<file path="src/pkg/hall_pkg.sv">
// hall_pkg: register map, field positions, reset values and carrier types
// assumes: one 40 MHz clock, APB register access with 32-bit data
package hall_pkg;
	localparam int unsigned CLK_HZ = 40000000;
	localparam logic [11:0] OFS_SOURCE_EDGE = 12'h000;
	localparam logic [11:0] OFS_DECODER_CTRL = 12'h004;
	localparam logic [11:0] OFS_SOFT_PHASE = 12'h008;
	localparam logic [11:0] OFS_CHECK_COUNT = 12'h00C;
	localparam logic [11:0] OFS_FILTER_MODE = 12'h010;
	localparam logic [11:0] OFS_STATUS = 12'h014;
	localparam logic [11:0] OFS_TABLE_BASE = 12'h040;
	localparam int unsigned TABLE_ENTRIES = 12;
	localparam int unsigned BACKWARD_BASE = 6;
	localparam logic [7:0] RST_SOURCE_EDGE = 8'h00;
	localparam logic [7:0] RST_DECODER_CTRL = 8'h10;
	localparam logic [7:0] RST_SOFT_PHASE = 8'h00;
	localparam logic [7:0] RST_CHECK_COUNT = 8'h00;
	localparam logic [7:0] RST_FILTER_MODE = 8'h00;
	localparam logic [5:0] RST_TABLE = 6'h00;
	localparam logic [7:0] MASK_SOURCE_EDGE = 8'h7F;
	localparam logic [7:0] MASK_SOFT_PHASE = 8'h07;
	localparam logic [7:0] MASK_CHECK_COUNT = 8'h1F;
	localparam logic [7:0] MASK_FILTER_MODE = 8'h0F;
	localparam logic [7:0] MASK_TABLE = 8'h3F;
	localparam int unsigned BIT_DECODER_ENABLE = 0;
	localparam int unsigned BIT_DIRECTION = 1;
	localparam int unsigned BIT_BRAKE = 2;
	localparam int unsigned BIT_INPUT_MODE = 3;
	localparam int unsigned BIT_ANGLE = 4;
	localparam int unsigned BIT_DELAY_PATH = 5;
	localparam int unsigned POS_TIMER_SEL = 6;
	localparam int unsigned BIT_SOURCE_SEL = 6;
	localparam int unsigned BIT_FILTER_ENABLE = 3;
	localparam logic [2:0] FILTER_CLK_UNUSED = 3'h7;
	localparam logic [5:0] PATTERN_OFF = 6'h00;
	localparam logic [5:0] PATTERN_BRAKE = 6'h15;
	localparam logic [1:0] EDGE_OFF = 2'h0;
	localparam logic [1:0] EDGE_RISE = 2'h1;
	localparam logic [1:0] EDGE_FALL = 2'h2;
	localparam logic [1:0] EDGE_BOTH = 2'h3;
	localparam logic [1:0] TMR_ZERO = 2'h0;
	localparam logic [1:0] TMR_ONE = 2'h1;
	localparam logic [1:0] TMR_THREE = 2'h2;

	typedef struct packed {
		logic [7:0] source_edge;
		logic [7:0] decoder_ctrl;
		logic [7:0] soft_phase;
		logic [7:0] check_count;
		logic [7:0] filter_mode;
	} config_t;

	typedef struct packed {
		logic gate_a_high;
		logic gate_a_low;
		logic gate_b_high;
		logic gate_b_low;
		logic gate_c_high;
		logic gate_c_low;
	} gate_t;
endpackage

</file>
<file path="src/verilog/hall_commutation_decoder.sv">
// hall_commutation_decoder: hall filter, six-step decoder and register file
// assumes: APB master on clk, hall pins and comparators asynchronous to clk,
// external delay circuit and timers return the delayed phases on delayed_phase
`timescale 1ns/1ps
`default_nettype none

// Contract
// - decoder enabled, no brake, forward: drive pattern from entries zero to five.
// - decoder enabled, no brake, backward: drive pattern from entries six to eleven.
// - phase state selects entry; sequence differs for 60 and 120 degree modes.
// - brake forces high sides off and low sides on, overriding everything.
// - decoder disabled without brake drives all six outputs low.
// - angle bit 0 selects 60 degree, 1 selects 120; resets to 1.
// - input mode 0 uses software phase bits, 1 uses filtered phases.
// - source select routes hall pins (0) or comparator outputs (1) to filter.
// - each filtered phase raises interrupt per 2-bit edge field.
// - 2-bit field selects timer for hall delay; code 11 unused.
// - delay path bit routes phases directly (0) or through delay circuit (1).
// - soft phase register holds A, B, C in bits 0..2; rest zero.
// - table entry bits 5..0: A high, A low, B high, B low, C high, C low.
// - 5-bit check count, reset zero, sets consecutive samples before accepting.
// - filter enable 0 bypasses filter with raw phases; 1 filters.
// - filter sample clock is sysclk over 2 to 128; code 111 unused.
// - unimplemented register bits ignore writes and read zero.
// - filter delay equals check count times sampling period.
module hall_commutation_decoder #(
	parameter int unsigned COUNT_W = 5
) (
	input wire logic clk,
	input wire logic rst,
	input wire logic psel,
	input wire logic penable,
	input wire logic pwrite,
	input wire logic [11:0] paddr,
	input wire logic [31:0] pwdata,
	output logic [31:0] prdata,
	output logic pready,
	output logic pslverr,
	input wire logic [2:0] hall_pin,
	input wire logic [2:0] comparator_out,
	input wire logic [2:0] delayed_phase,
	output logic [2:0] filtered_phase,
	output logic [2:0] phase_irq,
	output logic [2:0] delay_timer_enable,
	output logic delay_path_select,
	output hall_pkg::gate_t gate
);
	// elaboration checks: the decode below is written for these sizes and codes
	if (COUNT_W != 5) begin : g_count_w
		$error("check count field must be five bits wide");
	end
	if (hall_pkg::TABLE_ENTRIES != 12) begin : g_entries
		$error("pattern table must hold twelve entries");
	end
	if (hall_pkg::BACKWARD_BASE != 6) begin : g_backward
		$error("backward half must start at entry six");
	end
	if (hall_pkg::MASK_CHECK_COUNT != 8'h1F) begin : g_count_mask
		$error("check count mask must match the count width");
	end
	if (hall_pkg::RST_DECODER_CTRL[hall_pkg::BIT_ANGLE] != 1'b1) begin : g_angle_reset
		$error("decoder control must reset to the 120 degree sequence");
	end
	if (hall_pkg::PATTERN_BRAKE != 6'h15) begin : g_brake_pattern
		$error("brake pattern must keep high sides off and low sides on");
	end
	if (hall_pkg::PATTERN_OFF != 6'h00) begin : g_off_pattern
		$error("off pattern must keep all six gates off");
	end
	if (hall_pkg::FILTER_CLK_UNUSED != 3'h7) begin : g_unused_clock
		$error("unused filter clock code must be 111");
	end
	// every register takes one aligned word
	if (hall_pkg::OFS_SOURCE_EDGE[1:0] != 2'h0) begin : g_align_source
		$error("register offsets must be word aligned");
	end
	if (hall_pkg::OFS_DECODER_CTRL[1:0] != 2'h0) begin : g_align_decoder
		$error("register offsets must be word aligned");
	end
	if (hall_pkg::OFS_SOFT_PHASE[1:0] != 2'h0) begin : g_align_soft
		$error("register offsets must be word aligned");
	end
	if (hall_pkg::OFS_CHECK_COUNT[1:0] != 2'h0) begin : g_align_count
		$error("register offsets must be word aligned");
	end
	if (hall_pkg::OFS_FILTER_MODE[1:0] != 2'h0) begin : g_align_filter
		$error("register offsets must be word aligned");
	end
	if (hall_pkg::OFS_STATUS[1:0] != 2'h0) begin : g_align_status
		$error("register offsets must be word aligned");
	end
	if (hall_pkg::OFS_TABLE_BASE[1:0] != 2'h0) begin : g_align_table
		$error("register offsets must be word aligned");
	end
	// table decode assumes no single register sits among the entries
	if (hall_pkg::OFS_TABLE_BASE <= hall_pkg::OFS_STATUS) begin : g_table_place
		$error("pattern table must sit above the single registers");
	end

	typedef struct packed {
		hall_pkg::config_t cfg;
		logic [hall_pkg::TABLE_ENTRIES-1:0][5:0] table_e;
		logic [2:0] pin_s1;
		logic [2:0] pin_s2;
		logic [2:0] cmp_s1;
		logic [2:0] cmp_s2;
		logic [2:0] filt;
		logic [2:0] filt_prev;
		logic [2:0][COUNT_W-1:0] hold_cnt;
		logic [6:0] div_cnt;
		logic [2:0] irq;
		logic [31:0] rdata;
		hall_pkg::gate_t gate;
	} state_t;

	state_t s_q;
	state_t s_d;

	// returns {valid, index 0..5}; abc is {A,B,C}; invalid states give valid 0
	function automatic logic [3:0] entry_index(input logic [2:0] abc, input logic angle_120);
		logic [3:0] r;
		r = 4'h0;
		if (angle_120) begin
			case (abc)
				3'h4: r = 4'h8;
				3'h6: r = 4'h9;
				3'h2: r = 4'hA;
				3'h3: r = 4'hB;
				3'h1: r = 4'hC;
				3'h5: r = 4'hD;
				default: r = 4'h0;
			endcase
		end else begin
			case (abc)
				3'h4: r = 4'h8;
				3'h6: r = 4'h9;
				3'h7: r = 4'hA;
				3'h3: r = 4'hB;
				3'h1: r = 4'hC;
				3'h0: r = 4'hD;
				default: r = 4'h0;
			endcase
		end
		return r;
	endfunction

	// code 111 gives no sample instants, so the filter holds its level
	function automatic logic sample_tick(input logic [6:0] cnt, input logic [2:0] sel);
		logic [6:0] m;
		m = 7'h00;
		case (sel)
			3'h0: m = 7'h01;
			3'h1: m = 7'h03;
			3'h2: m = 7'h07;
			3'h3: m = 7'h0F;
			3'h4: m = 7'h1F;
			3'h5: m = 7'h3F;
			3'h6: m = 7'h7F;
			default: m = 7'h00;
		endcase
		return ((cnt & m) == m) && (sel != hall_pkg::FILTER_CLK_UNUSED);
	endfunction

	// table entry decode, shared by the write and read paths; {hit, index}
	function automatic logic [4:0] table_slot(input logic [11:0] addr);
		logic [4:0] r;
		r = 5'h00;
		for (int n = 0; n < hall_pkg::TABLE_ENTRIES; n++) begin
			if (addr == hall_pkg::OFS_TABLE_BASE + 12'(4 * n)) begin
				r = {1'b1, 4'(n)};
			end
		end
		return r;
	endfunction

	// edge test of a filtered level against its value one clock earlier
	function automatic logic edge_hit(input logic [1:0] mode, input logic now, input logic was);
		logic r;
		r = 1'b0;
		case (mode)
			hall_pkg::EDGE_RISE: r = now && !was;
			hall_pkg::EDGE_FALL: r = !now && was;
			hall_pkg::EDGE_BOTH: r = now != was;
			default: r = 1'b0;
		endcase
		return r;
	endfunction

	// priority brake, invalid state, disabled, table
	function automatic logic [5:0] gate_pattern(input logic brake, input logic enable,
		input logic valid, input logic [5:0] entry_bits);
		logic [5:0] r;
		r = hall_pkg::PATTERN_OFF;
		if (brake) begin
			r = hall_pkg::PATTERN_BRAKE;
		end else if (!valid) begin
			r = hall_pkg::PATTERN_OFF;
		end else if (!enable) begin
			r = hall_pkg::PATTERN_OFF;
		end else begin
			r = entry_bits;
		end
		return r;
	endfunction

	logic [2:0] raw_phase;
	logic [2:0] decode_in;
	logic [2:0] abc;
	logic [3:0] idx;
	logic tick;
	logic wr;
	logic [7:0] wbyte;
	logic [5:0] entry;
	logic [3:0] tsel;
	logic [4:0] slot;

	always_comb begin
		s_d = s_q;
		wr = psel && penable && pwrite;
		wbyte = pwdata[7:0];
		tsel = 4'h0;
		entry = hall_pkg::PATTERN_OFF;
		// two-flop synchronisers on both sources; the select acts after them
		// so no logic sits in front of a first-stage flop
		s_d.pin_s1 = hall_pin;
		s_d.pin_s2 = s_q.pin_s1;
		s_d.cmp_s1 = comparator_out;
		s_d.cmp_s2 = s_q.cmp_s1;
		if (s_q.cfg.source_edge[hall_pkg::BIT_SOURCE_SEL]) begin
			raw_phase = s_q.cmp_s2;
		end else begin
			raw_phase = s_q.pin_s2;
		end
		// divider runs always; tick marks sample instants
		s_d.div_cnt = s_q.div_cnt + 7'h01;
		tick = sample_tick(s_q.div_cnt, s_q.cfg.filter_mode[2:0]);
		for (int i = 0; i < 3; i++) begin
			if (!s_q.cfg.filter_mode[hall_pkg::BIT_FILTER_ENABLE]) begin
				s_d.filt[i] = raw_phase[i];
				s_d.hold_cnt[i] = '0;
			end else if (tick) begin
				// accept only after count equal samples
				// delay is count times sampling period
				if (raw_phase[i] == s_q.filt[i]) begin
					s_d.hold_cnt[i] = '0;
				end else if (s_q.hold_cnt[i] + 1'b1 >= s_q.cfg.check_count[COUNT_W-1:0]) begin
					s_d.filt[i] = raw_phase[i];
					s_d.hold_cnt[i] = '0;
				end else begin
					s_d.hold_cnt[i] = s_q.hold_cnt[i] + 1'b1;
				end
			end
		end
		s_d.filt_prev = s_q.filt;
		for (int i = 0; i < 3; i++) begin
			// edge field per phase, one-cycle pulse
			s_d.irq[i] = edge_hit(s_q.cfg.source_edge[2*i +: 2], s_q.filt[i], s_q.filt_prev[i]);
		end
		decode_in = s_q.cfg.decoder_ctrl[hall_pkg::BIT_DELAY_PATH] ? delayed_phase : s_q.filt;
		// software or hall phases; bit order A=0
		if (!s_q.cfg.decoder_ctrl[hall_pkg::BIT_INPUT_MODE]) begin
			decode_in = s_q.cfg.soft_phase[2:0];
		end
		abc = {decode_in[0], decode_in[1], decode_in[2]};
		idx = entry_index(abc, s_q.cfg.decoder_ctrl[hall_pkg::BIT_ANGLE]);
		// forward or backward half of the table
		tsel = {1'b0, idx[2:0]} + (s_q.cfg.decoder_ctrl[hall_pkg::BIT_DIRECTION] ?
			4'(hall_pkg::BACKWARD_BASE) : 4'h0);
		if (idx[3]) begin
			entry = s_q.table_e[tsel];
		end
		s_d.gate = gate_pattern(s_q.cfg.decoder_ctrl[hall_pkg::BIT_BRAKE],
			s_q.cfg.decoder_ctrl[hall_pkg::BIT_DECODER_ENABLE], idx[3], entry);
		slot = table_slot(paddr);
		// masks drop unimplemented bits on write
		if (wr) begin
			case (paddr)
				hall_pkg::OFS_SOURCE_EDGE: begin
					s_d.cfg.source_edge = wbyte & hall_pkg::MASK_SOURCE_EDGE;
				end
				hall_pkg::OFS_DECODER_CTRL: begin
					s_d.cfg.decoder_ctrl = wbyte;
				end
				hall_pkg::OFS_SOFT_PHASE: begin
					s_d.cfg.soft_phase = wbyte & hall_pkg::MASK_SOFT_PHASE;
				end
				hall_pkg::OFS_CHECK_COUNT: begin
					s_d.cfg.check_count = wbyte & hall_pkg::MASK_CHECK_COUNT;
				end
				hall_pkg::OFS_FILTER_MODE: begin
					s_d.cfg.filter_mode = wbyte & hall_pkg::MASK_FILTER_MODE;
				end
				default: begin
					if (slot[4]) begin
						s_d.table_e[slot[3:0]] = wbyte[5:0];
					end
				end
			endcase
		end
		// read data registered in setup phase, shown in access phase
		s_d.rdata = 32'h0000_0000;
		case (paddr)
			hall_pkg::OFS_SOURCE_EDGE: begin
				s_d.rdata[7:0] = s_q.cfg.source_edge;
			end
			hall_pkg::OFS_DECODER_CTRL: begin
				s_d.rdata[7:0] = s_q.cfg.decoder_ctrl;
			end
			hall_pkg::OFS_SOFT_PHASE: begin
				s_d.rdata[7:0] = s_q.cfg.soft_phase;
			end
			hall_pkg::OFS_CHECK_COUNT: begin
				s_d.rdata[7:0] = s_q.cfg.check_count;
			end
			hall_pkg::OFS_FILTER_MODE: begin
				s_d.rdata[7:0] = s_q.cfg.filter_mode;
			end
			hall_pkg::OFS_STATUS: begin
				s_d.rdata[8:0] = {s_q.gate, s_q.filt};
			end
			default: begin
				if (slot[4]) begin
					s_d.rdata[5:0] = s_q.table_e[slot[3:0]];
				end
			end
		endcase
		if (rst) begin
			s_d = '0;
			s_d.cfg.decoder_ctrl = hall_pkg::RST_DECODER_CTRL;
		end
	end

	always_ff @(posedge clk) begin
		s_q <= s_d;
	end

	// one-hot enable toward the chosen timer, only while delay path is on
	always_comb begin
		delay_timer_enable = 3'h0;
		if (s_q.cfg.decoder_ctrl[hall_pkg::BIT_DELAY_PATH]) begin
			case (s_q.cfg.decoder_ctrl[hall_pkg::POS_TIMER_SEL +: 2])
				hall_pkg::TMR_ZERO: begin
					delay_timer_enable = 3'h1;
				end
				hall_pkg::TMR_ONE: begin
					delay_timer_enable = 3'h2;
				end
				hall_pkg::TMR_THREE: begin
					delay_timer_enable = 3'h4;
				end
				// code 11 is unused: no timer is claimed
				default: begin
					delay_timer_enable = 3'h0;
				end
			endcase
		end
	end

	// single-cycle reads leave no room for wait states; none needed
	assign pready = 1'b1;
	assign pslverr = 1'b0;
	assign prdata = s_q.rdata;
	assign filtered_phase = s_q.filt;
	assign phase_irq = s_q.irq;
	assign delay_path_select = s_q.cfg.decoder_ctrl[hall_pkg::BIT_DELAY_PATH];
	assign gate = s_q.gate;
endmodule

`default_nettype wire

</file>
<file path="config.mk">
export PLATFORM = sky130hd
export DESIGN_NAME = hall_commutation_decoder
export DESIGN_NICKNAME = d
export VERILOG_FILES = /design/src/pkg/hall_pkg.sv /design/src/verilog/hall_commutation_decoder.sv
export SDC_FILE = /design/constraint.sdc
export NUM_CORES = 1
export LEC_CHECK = 0
export BUFFER_PORTS_ARGS = -buffer_cell sky130_fd_sc_hd__clkbuf_2
export CAP_MARGIN = 25
export CELL_PAD_IN_SITES_DETAIL_PLACEMENT = 1
export CELL_PAD_IN_SITES_GLOBAL_PLACEMENT = 1
export CORE_UTILIZATION = 48
export DETAILED_ROUTE_END_ITERATION = 12
export PLACE_DENSITY_LB_ADDON = 0.1
export SLEW_MARGIN = 40
export SYNTH_ARGS = -nofsm -noshare
export SYNTH_HDL_FRONTEND = slang
export SYNTH_SLANG_ARGS = --single-unit
</file>
<file path="constraint.sdc">
create_clock -name clk -period 8.3 [get_ports clk]
set_input_delay 1.245 -clock clk [delete_from_list [all_inputs] [get_ports clk]]
set_output_delay 1.245 -clock clk [all_outputs]
set_load 0.05 [all_outputs]
</file>
==> results of run 1 <==
==> worst register-to-register path, stage by stage, from the launching register on <==
cell and delay (ps):
dfxtp_1 600, mux2_4 370, mux2i_2 340, a21oi_1 120, nor2_1 120, ha_1 160, inv_1 50, fa_1 760
inv_1 200, or2_2 380, nor4_1 430, a221oi_1 200, nand4_1 150
==> placed cells by master, fill, tap and decap left out, types with 4 or more instances in the layout <==
cell,count
nand2_1,85
or3_1,4
mux2i_1,81
clkbuf_2,56
a222oi_1,4
clkinv_2,4
nor3_1,6
a22oi_1,9
nor2b_1,18
mux4_1,8
nor4_1,6
xnor2_1,11
a21oi_1,83
nand2b_1,11
ha_1,26
inv_1,20
nand3_1,11
mux2_2,17
and3_1,4
o21ai_0,55
dfxtp_1,157
clkbuf_16,17
o211ai_1,10
mux2_1,5
nand4_1,15
conb_1,25
nor2_1,96
mux4_2,9
nand4b_1,4
buf_4,7
nor2_2,6
xor2_1,6
a21o_1,9
==> worst paths after layout <==
path | endpoint | slack [ps] | cells after the start
setup / recovery | gate[0]$_SDFF_PP0_ | 4140 | 13
hold / removal | s_q[70]$_SDFF_PP0_ | 440 | 1
setup reg to reg | gate[0]$_SDFF_PP0_ | 4340 | 12
hold reg to reg | s_q[70]$_SDFF_PP0_ | 440 | 1
==> power by group through the flow <==
stage               Sequential (mW)  Clock (mW)  Combinational (mW)
global route                  0.762       0.792               0.106
detailed placement            0.778           0              0.0992
floorplan                     0.777           0              0.0805
CTS                           0.761       0.760              0.0997
finish                        0.761       0.749               0.100
global placement              0.778           0              0.0966
==> registers in the layout, summed over array words and instances (netlist names) <==
| signal | cells |
|---|---|
| filtered_phase | 3 |
| delay_path_select | 1 |
| gate | 6 |
| phase_irq | 3 |
| s_q | 135 |
| prdata | 9 |
==> cell type report <==
type,count,share of cell area (%)
Clock inverter,10,1.01
Sequential cell,157,34.6
Tap cell,225,3.10
Timing Repair Buffer,65,4.02
Clock buffer,22,5.11
Inverter,21,0.868
Multi-Input combinational cell,675,51.3
==> routing by layer <==
metal  wire, µm  GRT usage, %  vias to the layer above  share of wire [%]
li1           -             -                     3233                  -
met1      11100          36.9                     3498                 44
met2      12200          48.0                      191                 49
met3       1120          4.69                       42                4.5
met4        565          11.0                        0                2.3
met5          0             0                        -                  0
==> cell families after synthesis <==
kind of cell | count (synthesis) | share of synthesized area [%]
XOR/XNOR | 18 | 1.96
AO/OA/AOI/OAI | 201 | 14.3
flip-flops | 157 | 37.4
other | 2 | 0.0893
AND/OR/NAND/NOR | 281 | 15.8
multiplexers | 123 | 18.0
adder cells (fa/ha/maj) | 27 | 4.10
buffers and inverters | 126 | 8.42
==> metrics by stage <==
step,worst slack (ps),cell area (µm²),utilization (%)
global placement,3810,8490,49.3
detailed placement,3780,8520,49.4
CTS,4210,9070,52.6
finish,4140,9080,52.7
global route,3850,9080,52.7
floorplan,4540,8500,-
==> flow_metrics.py, run 1 <==
metrics = {
    "pwr": {
        "internal-power_mw": 1.21,
        "p_comb_share_pct": 6.2,
        "power_switching_uw": 405,
        "p_sw_share_pct": 25.1,
        "cellPowerDensity_nw_per_um2": 177,
        "vdd_drop_max_mv": 0.137,
        "p_seq_share_pct": 47.3,
        "pwr-share-clk_pct": 46.5,
        "power.total_mw": 1.61,
        "power_leakage_nw": 3.42,
    },
    "worst_setup_path": {
        "cpMaxStageDelayCell": "fa_1",
        "cpMostUsedCell": "inv_1",
        "cp_slowest_stage_delay_ps": 760,
        "cp_num_buf_inv": 3,
        "worstSetupStartpointType": "primary input",
        "crit_type": "primary input to flop",
        "critPathMaxFanout": 7,
        "worst_r2r_startpoint": "delay_path_select$_SDFFE_PP0P_",
        "cp-startpoint": "delayed_phase[0]",
        "path_cells": "clkbuf_2 > mux2_4 > mux2i_2 > a21oi_1 > nor2_1 > ha_1 > inv_1 > fa_1 > inv_1 > or2_2 > nor4_1 > a221oi_1 > nand4_1",
        "cp.required_ps": 8660,
        "worst_ep_arrival_time_ps": 4520,
        "path_delay_family": "simple AND/OR/NAND/NOR gates",
        "end_kind": "flop",
    },
    "layout": {
        "fin_cells": 1175,
        "area_growth_pct": 7.96,
        "multi_input_area_um2": 4660,
        "drive_gt1_share_pct": 15.1,
        "seqCellArea_um2": 3140,
        "final_nets": 1022,
        "diodes": 0,
        "fillerInstances": 2039,
    },
    "timing": {
        "slew_violations": 0,
        "hold_viol_final": 0,
        "final.setup.tns_ps": 0,
        "min_period_over_period_pct": 50.1,
        "clock_skew_ps": 10.2,
        "max_slew_margin_pct": 45.1,
        "worstMarginPinSlew_ps": 820,
        "fin_crit_ps": 4160,
        "rsz0062_at_grt": "no",
        "fmax_mhz": 240,
        "setup_violations": 0,
        "whs_ps": 445,
    },
    "yosys": {
        "yosysMostFrequentCell": "dfxtp_1",
        "syn_inst": 935,
        "synth.top_cells.by_area": "dfxtp_1, mux2i_1, a21oi_1, nor2_1, buf_4",
        "yosys_register_bits": 157,
        "ys_async_sr_fraction_pct": 0,
        "syn_avg_cell_area_um2": 9.00,
        "synth_edf_count": 0,
        "ys_seq_area_share_pct": 37.4,
        "synth_cell_type_count": 72,
        "yosysTopAreaCellShare_pct": 37.4,
        "netlist.top_cell.by_area": "dfxtp_1",
        "yosys_warnings": 0,
        "syn-cell-area_um2": 8410,
        "synth_ff_type": "dfxtp_1",
        "ys_top_cells_by_count": "dfxtp_1, nor2_1, nand2_1",
    },
    "global_route": {
        "grt_pass1_vias": 7093,
        "grt.total_usage_pct": 28.7,
        "antenna_found_initial": 1,
        "grt_start_max_net_pins": 73,
        "grt_pass1_wl_mm": 39.2,
        "grt-ovfl-total": 0,
    },
    "routing": {
        "drt_iter0_markers": 400,
        "ant_nets": 0,
        "firstDrtPassIters": 5,
        "viasPerCell": 5.93,
        "vias": 6964,
        "drt-total-wl_mm": 25.1,
        "wire_per_inst_um": 21.3,
        "drc": 0,
    },
    "placed_design": {
        "gp_congestion": 0.870,
        "port_buffers": 58,
        "dpl.cell_count": 1143,
        "dp_hpwl_mm": 17.5,
    },
    "die": {
        "start_util_pct": 48.8,
        "die-area_um2": 18100,
        "core_area_um2": 17200,
        "fp.dieW_um": 134,
        "fp-row-count": 48,
        "fp.dieH_um": 134,
        "ios": 108,
    },
    "clock_tree": {
        "postCtsSetupRepairBufs": 0,
        "path_clk_slew_ps": 60,
        "clk_latency_ps": 430,
        "cts_hold_buffers": 0,
        "tritoncts": "done",
        "clkSinkCount": 157,
        "root_buffer": "clkbuf_16",
        "htree_levels": 4,
        "cts-buffers-inserted": 17,
        "cts_resized": 0,
        "clock_path_buffers": 2,
    },
    "run": {
        "drv_cap": 0,
    },
    "status": {
        "status": "finished, final reports clean",
    },
    "hold_path": {
        "min_from": "s_q[73]$_SDFF_PP0_",
        "hold_class": "flop to flop",
    },
}
Note: power is estimated with default switching activity, not from simulation.
==> inputs of run 2 (changes only) <==
--- a/config.mk
+++ b/config.mk
@@ -9,7 +9,7 @@
 export CAP_MARGIN = 25
 export CELL_PAD_IN_SITES_DETAIL_PLACEMENT = 1
 export CELL_PAD_IN_SITES_GLOBAL_PLACEMENT = 1
-export CORE_UTILIZATION = 48
+export CORE_UTILIZATION = 40
 export DETAILED_ROUTE_END_ITERATION = 12
 export PLACE_DENSITY_LB_ADDON = 0.1
 export SLEW_MARGIN = 40
==> constraint.sdc (replaced) <==
create_clock -name clk -period 3.8 [get_ports clk]
set_input_delay 0.57 -clock clk [delete_from_list [all_inputs] [get_ports clk]]
set_output_delay 0.57 -clock clk [all_outputs]
set_load 0.05 [all_outputs]
==> flow_metrics.py, run 2 (same netlist as run 1, synthesis figures left out) <==
metrics = {
    "global_route": {
        "antenna_found_initial": 0,
        "grt_pass1_wl_mm": 40.9,
        "grt_start_max_net_pins": 101,
        "grt_pass1_vias": 7148,
        "grt-ovfl-total": 0,
        "grt.total_usage_pct": 24.9,
    },
    "worst_setup_path": {
        "cp.required_ps": 4160,
        "end_kind": "flop",
        "worstSetupStartpointType": "flop",
        "crit_type": "flop to flop",
        "worst_ep_arrival_time_ps": 3970,
        "critPathMaxFanout": 9,
    },
    "pwr": {
        "p_comb_share_pct": 6.3,
        "power_leakage_nw": 3.48,
        "power.total_mw": 3.59,
        "p_sw_share_pct": 26.7,
        "internal-power_mw": 2.63,
        "pwr-share-clk_pct": 47.4,
        "cellPowerDensity_nw_per_um2": 388,
        "power_switching_uw": 959,
        "vdd_drop_max_mv": 0.272,
        "p_seq_share_pct": 46.3,
    },
    "routing": {
        "viasPerCell": 5.69,
        "firstDrtPassIters": 5,
        "ant_nets": 0,
        "drt-total-wl_mm": 26.2,
        "drt_iter0_markers": 397,
        "wire_per_inst_um": 21.2,
        "drc": 0,
        "vias": 7016,
    },
    "timing": {
        "hold_viol_final": 0,
        "min_period_over_period_pct": 95.0,
        "setup_slack_ps": 191,
        "clock_skew_ps": 13.1,
        "final.setup.tns_ps": 0,
        "fmax_mhz": 277,
        "max_slew_margin_pct": 46.0,
        "whs_ps": 339,
        "slew_violations": 0,
        "rsz0062_at_grt": "no",
        "fin_crit_ps": 3610,
        "worstMarginPinSlew_ps": 810,
        "setup_violations": 0,
    },
    "placed_design": {
        "port_buffers": 58,
        "dpl.cell_count": 1201,
        "dp_hpwl_mm": 18.9,
        "dp_slack_ps": 249,
        "gp_congestion": 0.885,
        "placed_area_um2": 8660,
    },
    "die": {
        "ios": 108,
        "fp.dieW_um": 147,
        "fp.dieH_um": 147,
        "core_area_um2": 20400,
        "fp-row-count": 52,
        "die-area_um2": 21600,
        "start_util_pct": 41.2,
    },
    "layout": {
        "final_nets": 1035,
        "drive_gt1_share_pct": 16.0,
        "utilization_pct": 45.2,
        "final_design_area_no_fill_um2": 9230,
        "layout_commonest_cell": "dfxtp_1",
        "fillerInstances": 2404,
        "area_growth_pct": 9.72,
        "mostFrequentLayoutCells": "dfxtp_1, nor2_1, nand2_1",
        "top_register": "s_q",
        "fin_cells": 1233,
        "largest_reg_flops": 135,
    },
    "clock_tree": {
        "cts-buffers-inserted": 17,
        "root_buffer": "clkbuf_16",
        "postCtsSetupRepairBufs": 0,
        "clock_path_buffers": 2,
        "clkSinkCount": 157,
        "cts_resized": 0,
        "cts_hold_buffers": 0,
        "path_clk_slew_ps": 70,
        "clk_latency_ps": 440,
        "htree_levels": 4,
        "tritoncts": "done",
    },
    "hold_path": {
        "hold_class": "primary input to flop",
    },
    "run": {
        "drv_cap": 0,
    },
    "status": {
        "status": "finished, final reports clean",
    },
}
## run 2: layer usage
metal  track usage [%]  vias up  wire length [µm]
met5                 0        -                 0
met4              9.38        0               631
met3              3.42       39              1170
met2              40.5      220             12300
met1              33.4     3493             12100
li1                  -     3264                 -
## run 2: layout make-up
cell class                 count  area [µm²]  share of cell area (%)
tap                          270         338                    3.66
sequential                   157        3140                    34.0
timing repair buffer          78         447                    4.84
multi-input combinational    675        4650                    50.4
antenna                        1        2.50                  0.0271
inverter                      21        78.8                   0.854
clock inverter                14         149                    1.61
clock buffer                  17         425                    4.61
## run 2: worst paths after layout
path | from | to | slack (ps) | cells past startpoint
max | delay_path_select$_SDFFE_PP0P_ | gate[4]$_SDFF_PP0_ | 190 | 12
min | hall_pin[1] | s_q[79]$_SDFF_PP0_ | 340 | 2
max reg2reg | delay_path_select$_SDFFE_PP0P_ | gate[4]$_SDFF_PP0_ | 190 | 12
min reg2reg | s_q[80]$_SDFF_PP0_ | s_q[77]$_SDFF_PP0_ | 440 | 1
## run 2: power groups by stage
stage	Combinational [mW]	Clock (mW)	Sequential (mW)
final	0.225	1.70	1.66
after global routing	0.238	1.81	1.66
after CTS	0.224	1.73	1.66
after detailed placement	0.223	0	1.70
after global placement	0.219	0	1.70
after floorplan	0.176	0	1.70
## run 2: critical path: stages (launching register included)
cell	delay [ps]
dfxtp_1	540
mux2_4	360
mux2i_2	320
a21oi_1	120
nor2_1	120
ha_1	150
inv_1	50
fa_1	590
inv_1	130
or2_2	370
nor4_1	450
a221oi_1	190
nand4_1	150
==> inputs of run 3 (changes only) <==
--- a/config.mk
+++ b/config.mk
@@ -9,8 +9,10 @@
 export CAP_MARGIN = 25
 export CELL_PAD_IN_SITES_DETAIL_PLACEMENT = 1
 export CELL_PAD_IN_SITES_GLOBAL_PLACEMENT = 1
+export CORE_MARGIN = 2
 export CORE_UTILIZATION = 40
 export DETAILED_ROUTE_END_ITERATION = 12
+export GPL_TIMING_DRIVEN = 0
 export PLACE_DENSITY_LB_ADDON = 0.1
 export SLEW_MARGIN = 40
 export SYNTH_ARGS = -nofsm -noshare
==> flow_metrics.py, run 3 (same netlist as run 1, synthesis figures left out) <==
metrics = {
    "clock_tree": {
        "tritoncts": "done",
        "path_clk_slew_ps": 70,
        "root_buffer": "clkbuf_16",
        "clkSinkCount": 157,
        "clk_latency_ps": 440,
        "cts_resized": 0,
        "postCtsSetupRepairBufs": 0,
        "htree_levels": 4,
        "cts-buffers-inserted": 17,
        "cts_hold_buffers": 0,
        "clock_path_buffers": 2,
    },
    "run": {
        "drv_cap": 0,
    },
    "placed_design": {
        "placed_area_um2": 9110,
        "port_buffers": 53,
        "gp_congestion": 0.975,
        "dp_hpwl_mm": 21.0,
        "dp_slack_ps": 41.6,
        "dpl.cell_count": 1286,
    },
    "global_route": {
        "grt_pass1_wl_mm": 43.2,
        "grt-ovfl-total": 0,
        "grt_start_max_net_pins": 17,
        "grt.total_usage_pct": 26.2,
        "antenna_found_initial": 0,
        "grt_pass1_vias": 6954,
    },
    "die": {
        "fp-row-count": 53,
        "fp.dieH_um": 149,
        "ios": 108,
        "start_util_pct": 40.4,
        "die-area_um2": 22200,
        "core_area_um2": 20800,
        "fp.dieW_um": 149,
    },
    "layout": {
        "fillerInstances": 2480,
        "fin_cells": 1318,
        "drive_gt1_share_pct": 18.1,
        "mostFrequentLayoutCells": "dfxtp_1, nor2_1, nand2_1",
        "diodes": 0,
        "final_design_area_no_fill_um2": 9730,
        "final_nets": 1115,
        "layout_commonest_cell": "dfxtp_1",
        "largest_reg_flops": 135,
        "top_register": "s_q",
        "area_growth_pct": 15.6,
    },
    "pwr": {
        "pwr-share-clk_pct": 48.3,
        "vdd_drop_max_mv": 0.284,
        "p_sw_share_pct": 27.2,
        "internal-power_mw": 2.71,
        "p_seq_share_pct": 44.6,
        "power_leakage_nw": 3.74,
        "cellPowerDensity_nw_per_um2": 383,
        "p_comb_share_pct": 7.1,
        "power_switching_mw": 1.01,
    },
    "routing": {
        "drc": 0,
        "viasPerCell": 5.56,
        "wire_per_inst_um": 21.7,
        "vias": 7325,
        "ant_nets": 0,
        "firstDrtPassIters": 5,
        "drt-total-wl_mm": 28.5,
        "drt_iter0_markers": 507,
    },
    "hold_path": {
        "hold_class": "primary input to flop",
        "min_from": "comparator_out[2]",
        "hold_end": "s_q[74]$_SDFF_PP0_",
        "hold_depth": 2,
    },
    "worst_setup_path": {
        "crit_type": "flop to flop",
        "cp.required_ps": 4180,
        "reg2reg_slack_ps": 250,
        "critPathMaxFanout": 8,
        "worstRegToRegCells": 14,
        "rr_endpoint": "gate[4]$_SDFF_PP0_",
        "worst_r2r_startpoint": "delay_path_select$_SDFFE_PP0P_",
        "worstSetupStartpointType": "flop",
        "worst_ep_arrival_time_ps": 3940,
        "end_kind": "flop",
    },
    "status": {
        "status": "finished, final reports clean",
    },
    "timing": {
        "setup_slack_ps": 249,
        "max_slew_margin_pct": 41.4,
        "setup_violations": 0,
        "slew_violations": 0,
        "rsz0062_at_grt": "no",
        "fmax_mhz": 282,
        "fin_crit_ps": 3550,
        "final.setup.tns_ps": 0,
        "clock_skew_ps": 9.12,
        "worstMarginPinSlew_ps": 879,
        "hold_viol_final": 0,
        "min_period_over_period_pct": 93.4,
    },
}
[run 3: cell count changes in the layout (fill, tap and decap cells not counted), moves of 2 or more]
cell      previous run  this run
buf_1                0         6
clkbuf_8             0         2
nor4_2               1         3
buf_4               20        46
inv_8                3         1
buf_2                0         4
clkbuf_2            57        53
clkbuf_1             0        43
nor4_1               6         4
buf_8                0         2
[run 3: routing by layer]
layer	wire length (µm)	global-route usage, %
met1	13400	36.3
met2	13100	42.2
met3	1270	4.04
met4	689	7.95
met5	0	0
[run 3: layout make-up]
class	instances	area [µm²]	area share, %
Sequential cell	157	3140	32.3
Buffer	105	629	6.47
Inverter	21	78.8	0.810
Clock buffer	17	425	4.37
Timing Repair Buffer	53	265	2.73
Clock inverter	15	178	1.83
Multi-Input combinational cell	675	4660	47.9
Tap cell	275	344	3.54
[run 3: worst max-delay path by stage]
stage	start	to	slack [ps]	cells after the start
3_5_place_dp	delayed_phase[0]	gate[2]$_SDFF_PP0_	40	14
5_1_grt	delay_path_select$_SDFFE_PP0P_	gate[5]$_SDFF_PP0_	40	14
2_1_floorplan	delay_path_select$_SDFFE_PP0P_	gate[4]$_SDFF_PP0_	410	14
4_1_cts	delay_path_select$_SDFFE_PP0P_	gate[2]$_SDFF_PP0_	90	14
6_report	delay_path_select$_SDFFE_PP0P_	gate[4]$_SDFF_PP0_	250	14
3_3_place_gp	delayed_phase[0]	gate[2]$_SDFF_PP0_	80	14
[run 3: stage by stage]
stage          hold WS (ps)  total power [mW]  utilization [%]
2_1_floorplan           414              1.87                -
3_5_place_dp            428              1.96             43.8
5_1_grt                 341              3.83             46.7
3_3_place_gp            420              1.96             43.8
6_report                334              3.73             46.7
4_1_cts                 327              3.74             46.7
[run 3: worst max-delay path, stage by stage, from the launching register on]
cell     delay, ps
dfxtp_1        360
buf_6          160
mux2_4         330
mux2i_2        330
a21oi_1        120
nor2_1         120
ha_1           160
inv_1           50
fa_1           490
buf_6          140
inv_1          110
or2_2          370
nor3_1         420
a22oi_1        190
nand4_1        130
[run 3: power by group through the flow]
stage	Combinational, mW	Clock, mW	Sequential [mW]
after detailed placement	0.261	0	1.70
after global routing	0.279	1.88	1.66
after floorplan	0.176	0	1.70
final	0.265	1.80	1.66
after CTS	0.262	1.81	1.66
after global placement	0.260	0	1.70
